==> config.mk <==
export PLATFORM = sky130hd
export DESIGN_NAME = gpp_port
export DESIGN_NICKNAME = d
export VERILOG_FILES = /design/src/gpp_pkg.sv /design/src/gpp_pin_cell.sv /design/src/gpp_port.sv
export SDC_FILE = /design/constraint.sdc
export NUM_CORES = 1
export LEC_CHECK = 0
export BUFFER_PORTS_ARGS = -buffer_cell sky130_fd_sc_hd__buf_4
export CAP_MARGIN = 10
export CORE_MARGIN = 2
export CORE_UTILIZATION = 52
export CTS_BUF_LIST = sky130_fd_sc_hd__clkbuf_16
export DETAILED_ROUTE_END_ITERATION = 7
export GPL_ROUTABILITY_DRIVEN = 0
export PLACE_DENSITY = 0.78
export SLEW_MARGIN = 20
export SYNTH_ARGS = -nofsm -noshare
export SYNTH_HDL_FRONTEND = slang
export SYNTH_SLANG_ARGS = --single-unit
==> constraint.sdc <==
create_clock -name ref_clk -period 2.53 [get_ports ref_clk]
set_clock_uncertainty 0.1 [all_clocks]
set_input_delay 0.1265 -clock ref_clk [delete_from_list [all_inputs] [get_ports ref_clk]]
set_output_delay 0.1265 -clock ref_clk [all_outputs]
set_load 0.01 [all_outputs]
==> src/gpp_pkg.sv <==
// Constants shared by the eight-bit port and its pin cell.
// Assumes one 20 MHz clock and a core that issues single read/write strobes.
// What this block does
// - Eight pins, each usable as input, output or shared peripheral pin.
// - Outputs held in per-bit latches; input levels are only registered each clock for the peripherals.
// - Pin levels are sampled in the first machine state of a read.
// - Driven pin values change in the second machine state of a write.
// - Reset sets latches to one and drive-type bits to zero.
// - Drive-type zero gives sink-only open drain; one gives push-pull.
// - Reading the latch location returns latch contents, not pins.
// - A separate read-only location returns the live pin levels.
`default_nettype none
package gpp_pkg;
	localparam int        GPP_WIDTH       = 8;
	// Core-side locations
	localparam logic [7:0] GPP_OFS_LATCH  = 8'h00;
	localparam logic [7:0] GPP_OFS_DRIVE  = 8'h08;
	localparam logic [7:0] GPP_OFS_PINS   = 8'h0B;
	// Reset values and unmapped read value
	localparam logic [7:0] GPP_LATCH_RST  = 8'hFF;
	localparam logic [7:0] GPP_DRIVE_RST  = 8'h00;
	localparam logic [7:0] GPP_UNMAPPED   = 8'h00;
	// Drive-type encodings
	localparam logic       GPP_DRV_OPEN   = 1'b0;
	localparam logic       GPP_DRV_PUSH   = 1'b1;
	// Machine states, one clock each
	typedef enum logic [1:0] {
		GPP_MS_FIRST,
		GPP_MS_SECOND,
		GPP_MS_THIRD,
		GPP_MS_FOURTH
	} gpp_ms_t;
endpackage
`default_nettype wire

==> src/gpp_pin_cell.sv <==
// One port bit: output latch, drive-type bit and registered pad drive.
// Assumes write enables are already aligned to the second machine state.
`timescale 1ns/100ps
`default_nettype none
module gpp_pin_cell
	import gpp_pkg::*;
(
	// Clock and reset
	input  wire logic ref_clk,
	input  wire logic rstn,
	// Core writes
	input  wire logic wr_latch,
	input  wire logic wr_drive,
	input  wire logic wdata,
	// Shared peripheral output, one when idle
	input  wire logic periph_out,
	// State and pad
	output logic      latch_r,
	output logic      drive_r,
	output logic      pin_o_r,
	output logic      pin_oe_r
);
	logic latch_nxt;
	logic drive_nxt;
	logic level;

	// Next values of the stored bits
	always_comb begin
		latch_nxt = wr_latch ? wdata : latch_r;
		drive_nxt = wr_drive ? wdata : drive_r;
		level     = latch_nxt & periph_out;
	end

	// Latch and drive-type storage
	always_ff @(posedge ref_clk) begin
		if (!rstn) begin
			latch_r <= GPP_LATCH_RST[0];
			drive_r <= GPP_DRIVE_RST[0];
		end else begin
			latch_r <= latch_nxt;
			drive_r <= drive_nxt;
		end
	end

	// Pad drive: open drain only pulls low, push-pull drives both levels
	always_ff @(posedge ref_clk) begin
		if (!rstn) begin
			pin_o_r  <= 1'b0;
			pin_oe_r <= 1'b0;
		end else if (drive_nxt == GPP_DRV_PUSH) begin
			pin_o_r  <= level;
			pin_oe_r <= 1'b1;
		end else begin
			pin_o_r  <= 1'b0;
			pin_oe_r <= ~level;
		end
	end
endmodule
`default_nettype wire

==> src/gpp_port.sv <==
// Eight-bit bidirectional port with latch, drive-type and pin-level locations.
// Assumes the core holds a strobe until it is taken; pins are synchronous.
`timescale 1ns/100ps
`default_nettype none
module gpp_port
	import gpp_pkg::*;
(
	// Clock and reset
	input  wire logic       ref_clk,
	input  wire logic       rstn,
	// Core access
	input  wire logic [7:0] core_addr,
	input  wire logic       core_rd,
	input  wire logic       core_wr,
	input  wire logic [7:0] core_wdata,
	output logic      [7:0] core_rdata_r,
	output logic            core_rd_done_r,
	output logic            core_wr_done_r,
	output logic            core_busy_r,
	// Shared peripherals
	input  wire logic [7:0] periph_out,
	output logic      [7:0] periph_in_r,
	// Pins
	input  wire logic [7:0] pin_i,
	output logic      [7:0] pin_o,
	output logic      [7:0] pin_oe,
	// Machine state
	output gpp_ms_t         mstate_r
);
	logic       rd_pend_r;
	logic       wr_pend_r;
	logic [7:0] rd_addr_r;
	logic [7:0] wr_addr_r;
	logic [7:0] wr_data_r;
	logic [7:0] latch_q;
	logic [7:0] drive_q;
	logic       rd_take;
	logic       wr_take;
	logic       rd_fire;
	logic       wr_fire;

	assign rd_take = core_rd & ~rd_pend_r;
	assign wr_take = core_wr & ~wr_pend_r;
	assign rd_fire = rd_pend_r & (mstate_r == GPP_MS_FIRST);
	assign wr_fire = wr_pend_r & (mstate_r == GPP_MS_SECOND);

	// Machine state sequencer, one state per clock
	always_ff @(posedge ref_clk) begin
		if (!rstn) begin
			mstate_r <= GPP_MS_FIRST;
		end else begin
			unique case (mstate_r)
				GPP_MS_FIRST:  mstate_r <= GPP_MS_SECOND;
				GPP_MS_SECOND: mstate_r <= GPP_MS_THIRD;
				GPP_MS_THIRD:  mstate_r <= GPP_MS_FOURTH;
				GPP_MS_FOURTH: mstate_r <= GPP_MS_FIRST;
			endcase
		end
	end

	// Read request capture
	always_ff @(posedge ref_clk) begin
		if (!rstn) begin
			rd_pend_r <= 1'b0;
			rd_addr_r <= 8'h00;
		end else if (rd_take) begin
			rd_pend_r <= 1'b1;
			rd_addr_r <= core_addr;
		end else if (rd_fire) begin
			rd_pend_r <= 1'b0;
		end
	end

	// Write request capture
	always_ff @(posedge ref_clk) begin
		if (!rstn) begin
			wr_pend_r <= 1'b0;
			wr_addr_r <= 8'h00;
			wr_data_r <= 8'h00;
		end else if (wr_take) begin
			wr_pend_r <= 1'b1;
			wr_addr_r <= core_addr;
			wr_data_r <= core_wdata;
		end else if (wr_fire) begin
			wr_pend_r <= 1'b0;
		end
	end

	// Read data: latch, drive type, or live pins sampled now
	always_ff @(posedge ref_clk) begin
		if (!rstn) begin
			core_rdata_r <= 8'h00;
		end else if (rd_fire) begin
			unique case (rd_addr_r)
				GPP_OFS_LATCH: core_rdata_r <= latch_q;
				GPP_OFS_DRIVE: core_rdata_r <= drive_q;
				GPP_OFS_PINS:  core_rdata_r <= pin_i;
				default:       core_rdata_r <= GPP_UNMAPPED;
			endcase
		end
	end

	// Completion pulses and busy level
	always_ff @(posedge ref_clk) begin
		if (!rstn) begin
			core_rd_done_r <= 1'b0;
			core_wr_done_r <= 1'b0;
			core_busy_r    <= 1'b0;
		end else begin
			core_rd_done_r <= rd_fire;
			core_wr_done_r <= wr_fire;
			core_busy_r    <= (rd_pend_r & ~rd_fire) | rd_take | (wr_pend_r & ~wr_fire) | wr_take;
		end
	end

	// Pin levels handed to the shared peripherals
	always_ff @(posedge ref_clk) begin
		if (!rstn) begin
			periph_in_r <= 8'hFF;
		end else begin
			periph_in_r <= pin_i;
		end
	end

	// One cell per bit
	for (genvar i = 0; i < GPP_WIDTH; i++) begin : g_bit
		gpp_pin_cell u_cell (
			.ref_clk    (ref_clk),
			.rstn       (rstn),
			.wr_latch   (wr_fire && (wr_addr_r == GPP_OFS_LATCH)),
			.wr_drive   (wr_fire && (wr_addr_r == GPP_OFS_DRIVE)),
			.wdata      (wr_data_r[i]),
			.periph_out (periph_out[i]),
			.latch_r    (latch_q[i]),
			.drive_r    (drive_q[i]),
			.pin_o_r    (pin_o[i]),
			.pin_oe_r   (pin_oe[i])
		);
	end

	// Checks
	logic [7:0] lvl;
	assign lvl = (pin_oe & pin_o) | ~pin_oe;
endmodule
`default_nettype wire

Yosys cells after proc, flatten, opt, wreduce, memory -nomap -nowiden
Index checks and enable logic that the tools add are counted.

Register bits after elaboration: 79. Latch bits: 0. Bits in writable memories: 0. Bits in read-only memories: 0. Bits of input ports: 36. Output and inout bits: 37. Word-level logic and storage cells: 123. Memories: 0.

Add/subtract/negate cells: 0. Multipliers: 0. Divide/modulo/power cells: 0. Order comparisons: 0. Equal/unequal tests: 6. Shifts and indexed selects: 0. Multiplexer cells: 30. Bitwise logic cells: 29. Reductions and logical operators: 15.

Operators with widths (count): 2-to-1 mux 1 bit (28); == test 8 x 4 -> 1 bit (second input constant) (3); case mux 8 bit (3 select lines) (1); logical NOT 8 bit (2); AND reduction 2 bit (8); bitwise AND 1 bit (14); NOT 1 bit (12); case mux 2 bit (4 select lines) (1); == test 2 bit (second input constant) (2); nonzero test 2 bit (2); bitwise OR 1 bit (3); == test 2 x 1 -> 1 bit (second input constant) (1); logical AND 1 bit (2); logical NOT 2 bit (1).

Longest topological paths before layout
Gate-level depths: netlist of run 1.

Word-level depth: 7. Gate-level depth with buffers: 8. Mapped depth without buffers: 6.

By module
From an unflattened synthesis of run 1, not the netlist that was laid out.

Cell total of the unflattened synthesis: 292. Area, all modules: 3026.7 µm².

By module, submodules not included: gpp_port (instances 1, cells each 196, area each 1845.5 µm², seq. area each 940.9 µm²); gpp_pin_cell (instances 8, cells each 12, area each 147.6 µm², seq. area each 80.1 µm²).

Worst setup path after synthesis of run 1
Ideal clock, no wire load.

Path kind: flip-flop to flip-flop. Start: reg wr_addr_r[7]. End: reg g_bit[1].u_cell.pin_oe_r. Library setup time: 74 ps. Arrival time: 1974 ps. Required time: 2356 ps. Path slack: 381 ps. Stages on the path, launching flop included: 7. Path buffers: 2. Period minus slack after synthesis: 2149 ps. Cell sequence: dfxtp_1 or4_1 or4_1 buf_6 buf_12 mux2_4 a31oi_1.

Word-level cells in the longest chain between the ends: 6. Elaborated cells between the ends (all ways): 9. Those cells by class: 1 x eq/ne; 3 x mux; 2 x bitwise; 3 x reduce/logical.

Ends and longest elaborated chain: from (decl) (line gpp_port.sv:33) `logic [7:0] wr_addr_r;`; from (signal assigned) (line gpp_port.sv:82) `wr_addr_r <= core_addr;`; logical NOT 8 bit (line gpp_port.sv:130) `.wr_latch (wr_fire && (wr_addr_r == GPP_OFS_LATCH)),`; logical AND 1 bit (line gpp_port.sv:130); 2-to-1 mux 1 bit (line gpp_pin_cell.sv:29) `latch_nxt = wr_latch ? wdata : latch_r;`; bitwise AND 1 bit (line gpp_pin_cell.sv:31) `level = latch_nxt & periph_out;`; NOT 1 bit (line gpp_pin_cell.sv:55) `pin_oe_r <= ~level;`; 2-to-1 mux 1 bit (*) (line gpp_pin_cell.sv:50) `end else if (drive_nxt == GPP_DRV_PUSH) begin`; to (signal assigned) (line gpp_pin_cell.sv:55); to (decl) (line gpp_pin_cell.sv:21) `output logic pin_oe_r`.

Mark *: on every way between the ends. The rest lies on a longest branch, timed or not. A chain may end at the register's enable or synchronous reset.

Final worst setup path of run 1
Start: reg wr_addr_r[7]. End: reg g_bit[7].u_cell.pin_o_r.

Word-level cells in the longest chain between the ends: 4. Elaborated cells between the ends (all ways): 8. Those cells by class: 1 x eq/ne; 2 x mux; 1 x bitwise; 4 x reduce/logical.

Ends and longest elaborated chain: == test 8 x 4 -> 1 bit / logical NOT 8 bit (equally long branches) (line gpp_port.sv:131, gpp_port.sv:130); logical AND 1 bit, on equally long branches (line gpp_port.sv:131, gpp_port.sv:130); 2-to-1 mux 1 bit, on equally long branches (line gpp_pin_cell.sv:30, gpp_pin_cell.sv:29); AND reduction 2 bit (no line) / bitwise AND 1 bit (equally long branches); to (signal assigned) (line gpp_pin_cell.sv:51) `pin_o_r <= level;`; to (decl) (line gpp_pin_cell.sv:20) `output logic pin_o_r,`.

Parallel ways exist; a longest one is shown, timed or not.

==> results of run 1 <==
## routing by layer
layer  global-route usage (%)  up-vias  part of all wire (%)
li1                         -     1250                     -
met1                     26.2     1155                    43
met2                     36.8       73                    50
met3                     4.04        9                   5.5
met4                     10.2        0                   1.6
met5                        0        -                     0
## worst max-delay path by stage
stage / end / slack, ns
2_1_floorplan: g_bit[1].u_cell.pin_oe_r / 0.38
3_3_place_gp: g_bit[6].u_cell.pin_o_r / 0.38
3_5_place_dp: g_bit[5].u_cell.pin_oe_r / 0.29
4_1_cts: g_bit[5].u_cell.pin_oe_r / 0.29
5_1_grt: g_bit[7].u_cell.pin_o_r / 0.16
6_report: g_bit[7].u_cell.pin_o_r / 0.30
## critical path, stage by stage, from the launching register on
cell     delay (ns)
dfxtp_1        0.31
or4_1          0.51
or4_1          0.47
buf_4          0.23
mux2i_1        0.17
nor4b_1        0.34
## final cells by class
type	instances	area [um^2]	share of cell area (%)
tap	72	90.1	2.18
inverter	3	11.3	0.273
clock buffer	9	225	5.46
sequential	79	1580	38.3
timing repair buffer	117	973	23.6
multi-input combinational	200	1220	29.7
clock inverter	5	18.8	0.455
## per-stage QoR
stage | util, % | std cells | power (W) | instance area, um^2
after floorplan | - | 316 | 0.00162 | 3030
after global placement | 62.8 | 433 | 0.00176 | 3500
after detailed placement | 62.8 | 433 | 0.00178 | 3500
after CTS | 74.0 | 485 | 0.00289 | 4120
after global routing | 74.0 | 485 | 0.00298 | 4120
final | 74.0 | 485 | 0.00287 | 4120
## cell families (layout without fill, tap and decap cells)
| logic type | after synthesis | after routing | share of synthesized area (%) |
|---|---|---|---|
| and+or+nand+nor | 113 | 113 | 17.8 |
| DFF | 79 | 79 | 52.2 |
| AOI/OAI and AO/OA | 51 | 51 | 9.83 |
| buffers and inverters | 37 | 134 | 7.39 |
| muxes | 32 | 32 | 11.2 |
| adders and majority gates | 4 | 4 | 1.65 |
## synthesized netlist by cell type (all sizes together) (3+ instances only)
master   n  area share (%)
nand2   66             8.2
buf     20             5.3
mux2i   24             7.9
a21oi   26             4.3
mux2     8             3.2
nor2b    3            0.62
dfxtp   79              52
o21ai    8             1.3
nor4b    8             2.3
nor2    12             1.5
a31oi    8             1.7
ha       4             1.7
clkbuf  14             1.7
nand2b  11             2.3
a22o     8             2.3
## registers in the layout, indices dropped and copies added, names as in the netlist, 2 cells and up
name / cells
core_rdata_r: 8
g_bit.u_cell.drive_r: 8
g_bit.u_cell.latch_r: 8
g_bit.u_cell.pin_o_r: 8
g_bit.u_cell.pin_oe_r: 8
mstate_r: 2
periph_in_r: 8
rd_addr_r: 8
wr_addr_r: 8
wr_data_r: 8
## power groups by stage
| stage | Clock, W | Sequential (W) | Combinational, W |
|---|---|---|---|
| 2_1_floorplan | 0 | 0.00140 | 0.000219 |
| 3_3_place_gp | 0 | 0.00139 | 0.000367 |
| 3_5_place_dp | 0 | 0.00140 | 0.000382 |
| 4_1_cts | 0.00109 | 0.00137 | 0.000432 |
| 5_1_grt | 0.00113 | 0.00138 | 0.000472 |
| 6_report | 0.00108 | 0.00137 | 0.000428 |
==> impl_metrics.ini, run 1 <==
[yosys]
ys_seq_area_share_pct = 52.2
postSynthCellCount = 316
syn-num-nets = 356
synth_warnings = 0
synth_area_um2 = 3030
ys_seq_elements = 79
avgSynthCellArea_um2 = 9.59
async_flop_share_pct = 0
synth_edf_count = 0
yosysUniqueCellTypes = 32
synth_ff_type = dfxtp_1

[power]
p_comb_share_pct = 14.9
vdd_drop_max_mv = 0.463
powerDensity_nw_per_um2 = 697
power_switching_w = 0.000689
seq_power_share_pct = 47.7
power_leakage_nw = 1.84
clkPwrFrac_pct = 37.4
p_int_w = 0.00218
p_sw_share_pct = 24.0

[cells_and_area]
final_cell_mix = dfxtp_1 (79), buf_4 (79), nand2_1 (66)
n_antenna_cell = 0
syn2layout_area_growth_pct = 36.1
fillers = 419
drive_above_1_share_pct = 24.0
nets = 450

[worst_setup_path]
r2r_start = wr_addr_r[7]
arrival_ns = 2.35
reg2reg_to = g_bit[7].u_cell.pin_o_r
crit_path_start = wr_addr_r[7]
crit_required_ns = 2.64
cp_max_fo = 16
cp-end-kind = flip-flop
r2r_slack_ns = 0.30
rr_worst_depth = 5
crit_type = reg -> reg
worstSetupStartpointType = flip-flop

[detailed_routing]
wirelength_um = 6690
ant_nets = 0
num_vias = 2487
vias_per_cell = 5.13
wl_per_cell_um = 13.8
drt_iter0_markers = 92
firstDrtPassIters = 4
drt_drc_violations_left = 0

[die]
ios = 73
die_area_um2 = 6450
fp.coreArea_um2 = 5570
die_h_um = 80.3
fp-row-count = 27
initial_core_util_pct = 54.3
fp.dieW_um = 80.3

[sta]
slew_headroom_pct = 39.6
holdWs_ns = 0.0344
finalMaxSlewViolations = 0
fin_ws_ns = 0.299
tightestPinTransition_ns = 0.900
fmax_ghz = 0.448
setup_violations = 0
fin_crit_ns = 2.23
finalHoldViolCount = 0
final.setup.tns_ns = 0
rsz0062_at_grt = false
fin_crit_sh_pct = 88.2

[placed_design]
dp_worst_setup_slack_ns = 0.292
io_buffers = 72
hpwl_um = 4620

[global_route]
grt_pass1_wl_um = 10500
grt_overflow = 0
grt_pass1_vias = 2311
grt_max_degree = 29
antenna_found_initial = 0
grt_use_total_pct = 21.6

[min_path]
min_from = core_wr
hold_path_class = in -> reg
hold_end = wr_pend_r
min_path_cells = 3

[clock_tree]
clk_pin_slew_ns = 0.05
cts_hold_buf = 38
cts_tree = yes
ctsResizeCount = 0
clockBufferDepth = 2
root_buffer = clkbuf_16
worstSkewPairLatency_ns = 0.33
post_cts_buffers = 0
cts_sinks = 79
cts_made_buffers = 9
ctsHtreeMaxLevel = 3

[status]
status = finished clean

[job]
cap_violations = 0
Note: power is estimated with default switching activity, not from simulation.
==> inputs of run 2 (changes only) <==
--- a/config.mk
+++ b/config.mk
@@ -5,12 +5,12 @@
 export SDC_FILE = /design/constraint.sdc
 export NUM_CORES = 1
 export LEC_CHECK = 0
-export BUFFER_PORTS_ARGS = -buffer_cell sky130_fd_sc_hd__buf_4
 export CAP_MARGIN = 10
 export CORE_MARGIN = 2
-export CORE_UTILIZATION = 52
+export CORE_UTILIZATION = 62
 export CTS_BUF_LIST = sky130_fd_sc_hd__clkbuf_16
 export DETAILED_ROUTE_END_ITERATION = 7
+export DONT_BUFFER_PORTS = 1
 export GPL_ROUTABILITY_DRIVEN = 0
 export PLACE_DENSITY = 0.78
 export SLEW_MARGIN = 20
==> impl_metrics.ini, run 2 (same netlist as run 1, synthesis figures left out) <==
[clock_tree]
cts_tree = yes
root_buffer = clkbuf_16
ctsHtreeMaxLevel = 3
clk_pin_slew_ns = 0.06
worstSkewPairLatency_ns = 0.33
clockBufferDepth = 2
cts_made_buffers = 9
post_cts_buffers = 0
ctsResizeCount = 0
cts_sinks = 79

[detailed_routing]
ant_nets = 0
firstDrtPassIters = 4
wl_per_cell_um = 16.1
num_vias = 2229
drt_drc_violations_left = 0
drt_iter0_markers = 90
vias_per_cell = 5.50
wirelength_um = 6520

[global_route]
busiest_layer = met2
met3_usage_pct = 7.13
use_met1_pct = 30.0
grt_use_total_pct = 25.7
grt_overflow = 0
grt_pass1_vias = 2138
grt_pass1_wl_um = 10300
use_met2_pct = 43.2
grt_max_degree = 39
antenna_found_initial = 0

[cells_and_area]
stdcell_area_um2 = 3580
nets = 373
final_common_cell = dfxtp_1
final_cell_mix = dfxtp_1 (79), nand2_1 (66), dlygate4sd3_1 (34)
drive_above_1_share_pct = 8.58
n_antenna_cell = 0
syn2layout_area_growth_pct = 18.2

[status]
status = finished clean

[die]
fp-row-count = 25
die_h_um = 73.9
ios = 73
die_area_um2 = 5460
fp.dieW_um = 73.9
fp.coreArea_um2 = 4720
initial_core_util_pct = 64.1

[job]
cap_violations = 0

[worst_setup_path]
crit_required_ns = 2.64
crit_type = reg -> reg
cp-end-kind = flip-flop
cp_max_fo = 8
worstSetupStartpointType = flip-flop
rr_worst_depth = 6
arrival_ns = 2.39

[sta]
slew_headroom_pct = 42.9
rsz0062_at_grt = false
tightestPinTransition_ns = 0.850
setup_violations = 0
finalHoldViolCount = 0
fmax_ghz = 0.440
holdWs_ns = 0.0533
fin_ws_ns = 0.256
finalMaxSlewViolations = 0
fin_crit_ns = 2.27
final.setup.tns_ns = 0
fin_crit_sh_pct = 89.9

[power]
power_leakage_nw = 1.49
powerDensity_nw_per_um2 = 816
vdd_drop_max_mv = 0.467

[placed_design]
dp_worst_setup_slack_ns = 0.265
hpwl_um = 4200
io_buffers = 0
dpl_cell_area_um2 = 2960

[min_path]
hold_path_class = in -> reg
min_path_cells = 2
==> run 2: cell count changes in the layout (fill, tap and decap cells not counted), moves of 2 or more <==
cell           previous run  this run
clkinv_1                  5         2
dlygate4sd3_1            38        34
inv_1                     3         5
buf_4                    79         5
==> run 2: report_power, final <==
part           internal (W)  leakage [nW]  total, W  switching, W
clock              0.000747         0.147   0.00122      0.000476
combinational      0.000145         0.701  0.000305      0.000160
sequential          0.00132         0.647   0.00139     0.0000723
==> run 2: worst paths after layout <==
kind / startpoint / to / slack [ns]
min: rstn / rd_addr_r[4] / 0.05
min reg2reg: rd_addr_r[4] / rd_addr_r[4] / 0.36
max: mstate_r[1] / g_bit[4].u_cell.pin_o_r / 0.26
max reg2reg: mstate_r[1] / g_bit[4].u_cell.pin_o_r / 0.26
==> run 2: cell type report <==
cell class              count  area [um^2]
fillers                   339         1140
flip-flops and latches     79         1580
clock inverters             7         57.6
well taps                  67         83.8
repair buffers             40          398
multi-input cells         200         1220
clock buffers               9          225
inverters                   3         11.3
==> run 2: what timing repair did <==
action / in CTS / in global routing
hold endpoints to repair: 68 / 0
endpoints found under the setup margin: 0 / 0
hold buffers: 34 / 0
==> run 2: critical path: stages, from the launching register on <==
cell,delay [ns]
dfxtp_1,0.35
inv_1,0.12
ha_1,0.19
and4bb_2,0.23
nand4_1,0.53
mux2i_1,0.31
nor4b_1,0.33
==> run 2: per-layer routing <==
layer | part of all wire (%) | vias up
met5 | 0 | -
met4 | 3.3 | 0
met3 | 4.6 | 24
met2 | 50 | 73
met1 | 42 | 1039
li1 | - | 1093
==> run 2: through the flow <==
stage / power [W] / std cells / utilization, %
floorplan: 0.00162 / 316 / -
global placement: 0.00165 / 355 / 62.6
detailed placement: 0.00167 / 355 / 62.6
CTS: 0.00293 / 405 / 75.8
global route: 0.00303 / 405 / 75.8
finish: 0.00292 / 405 / 75.8
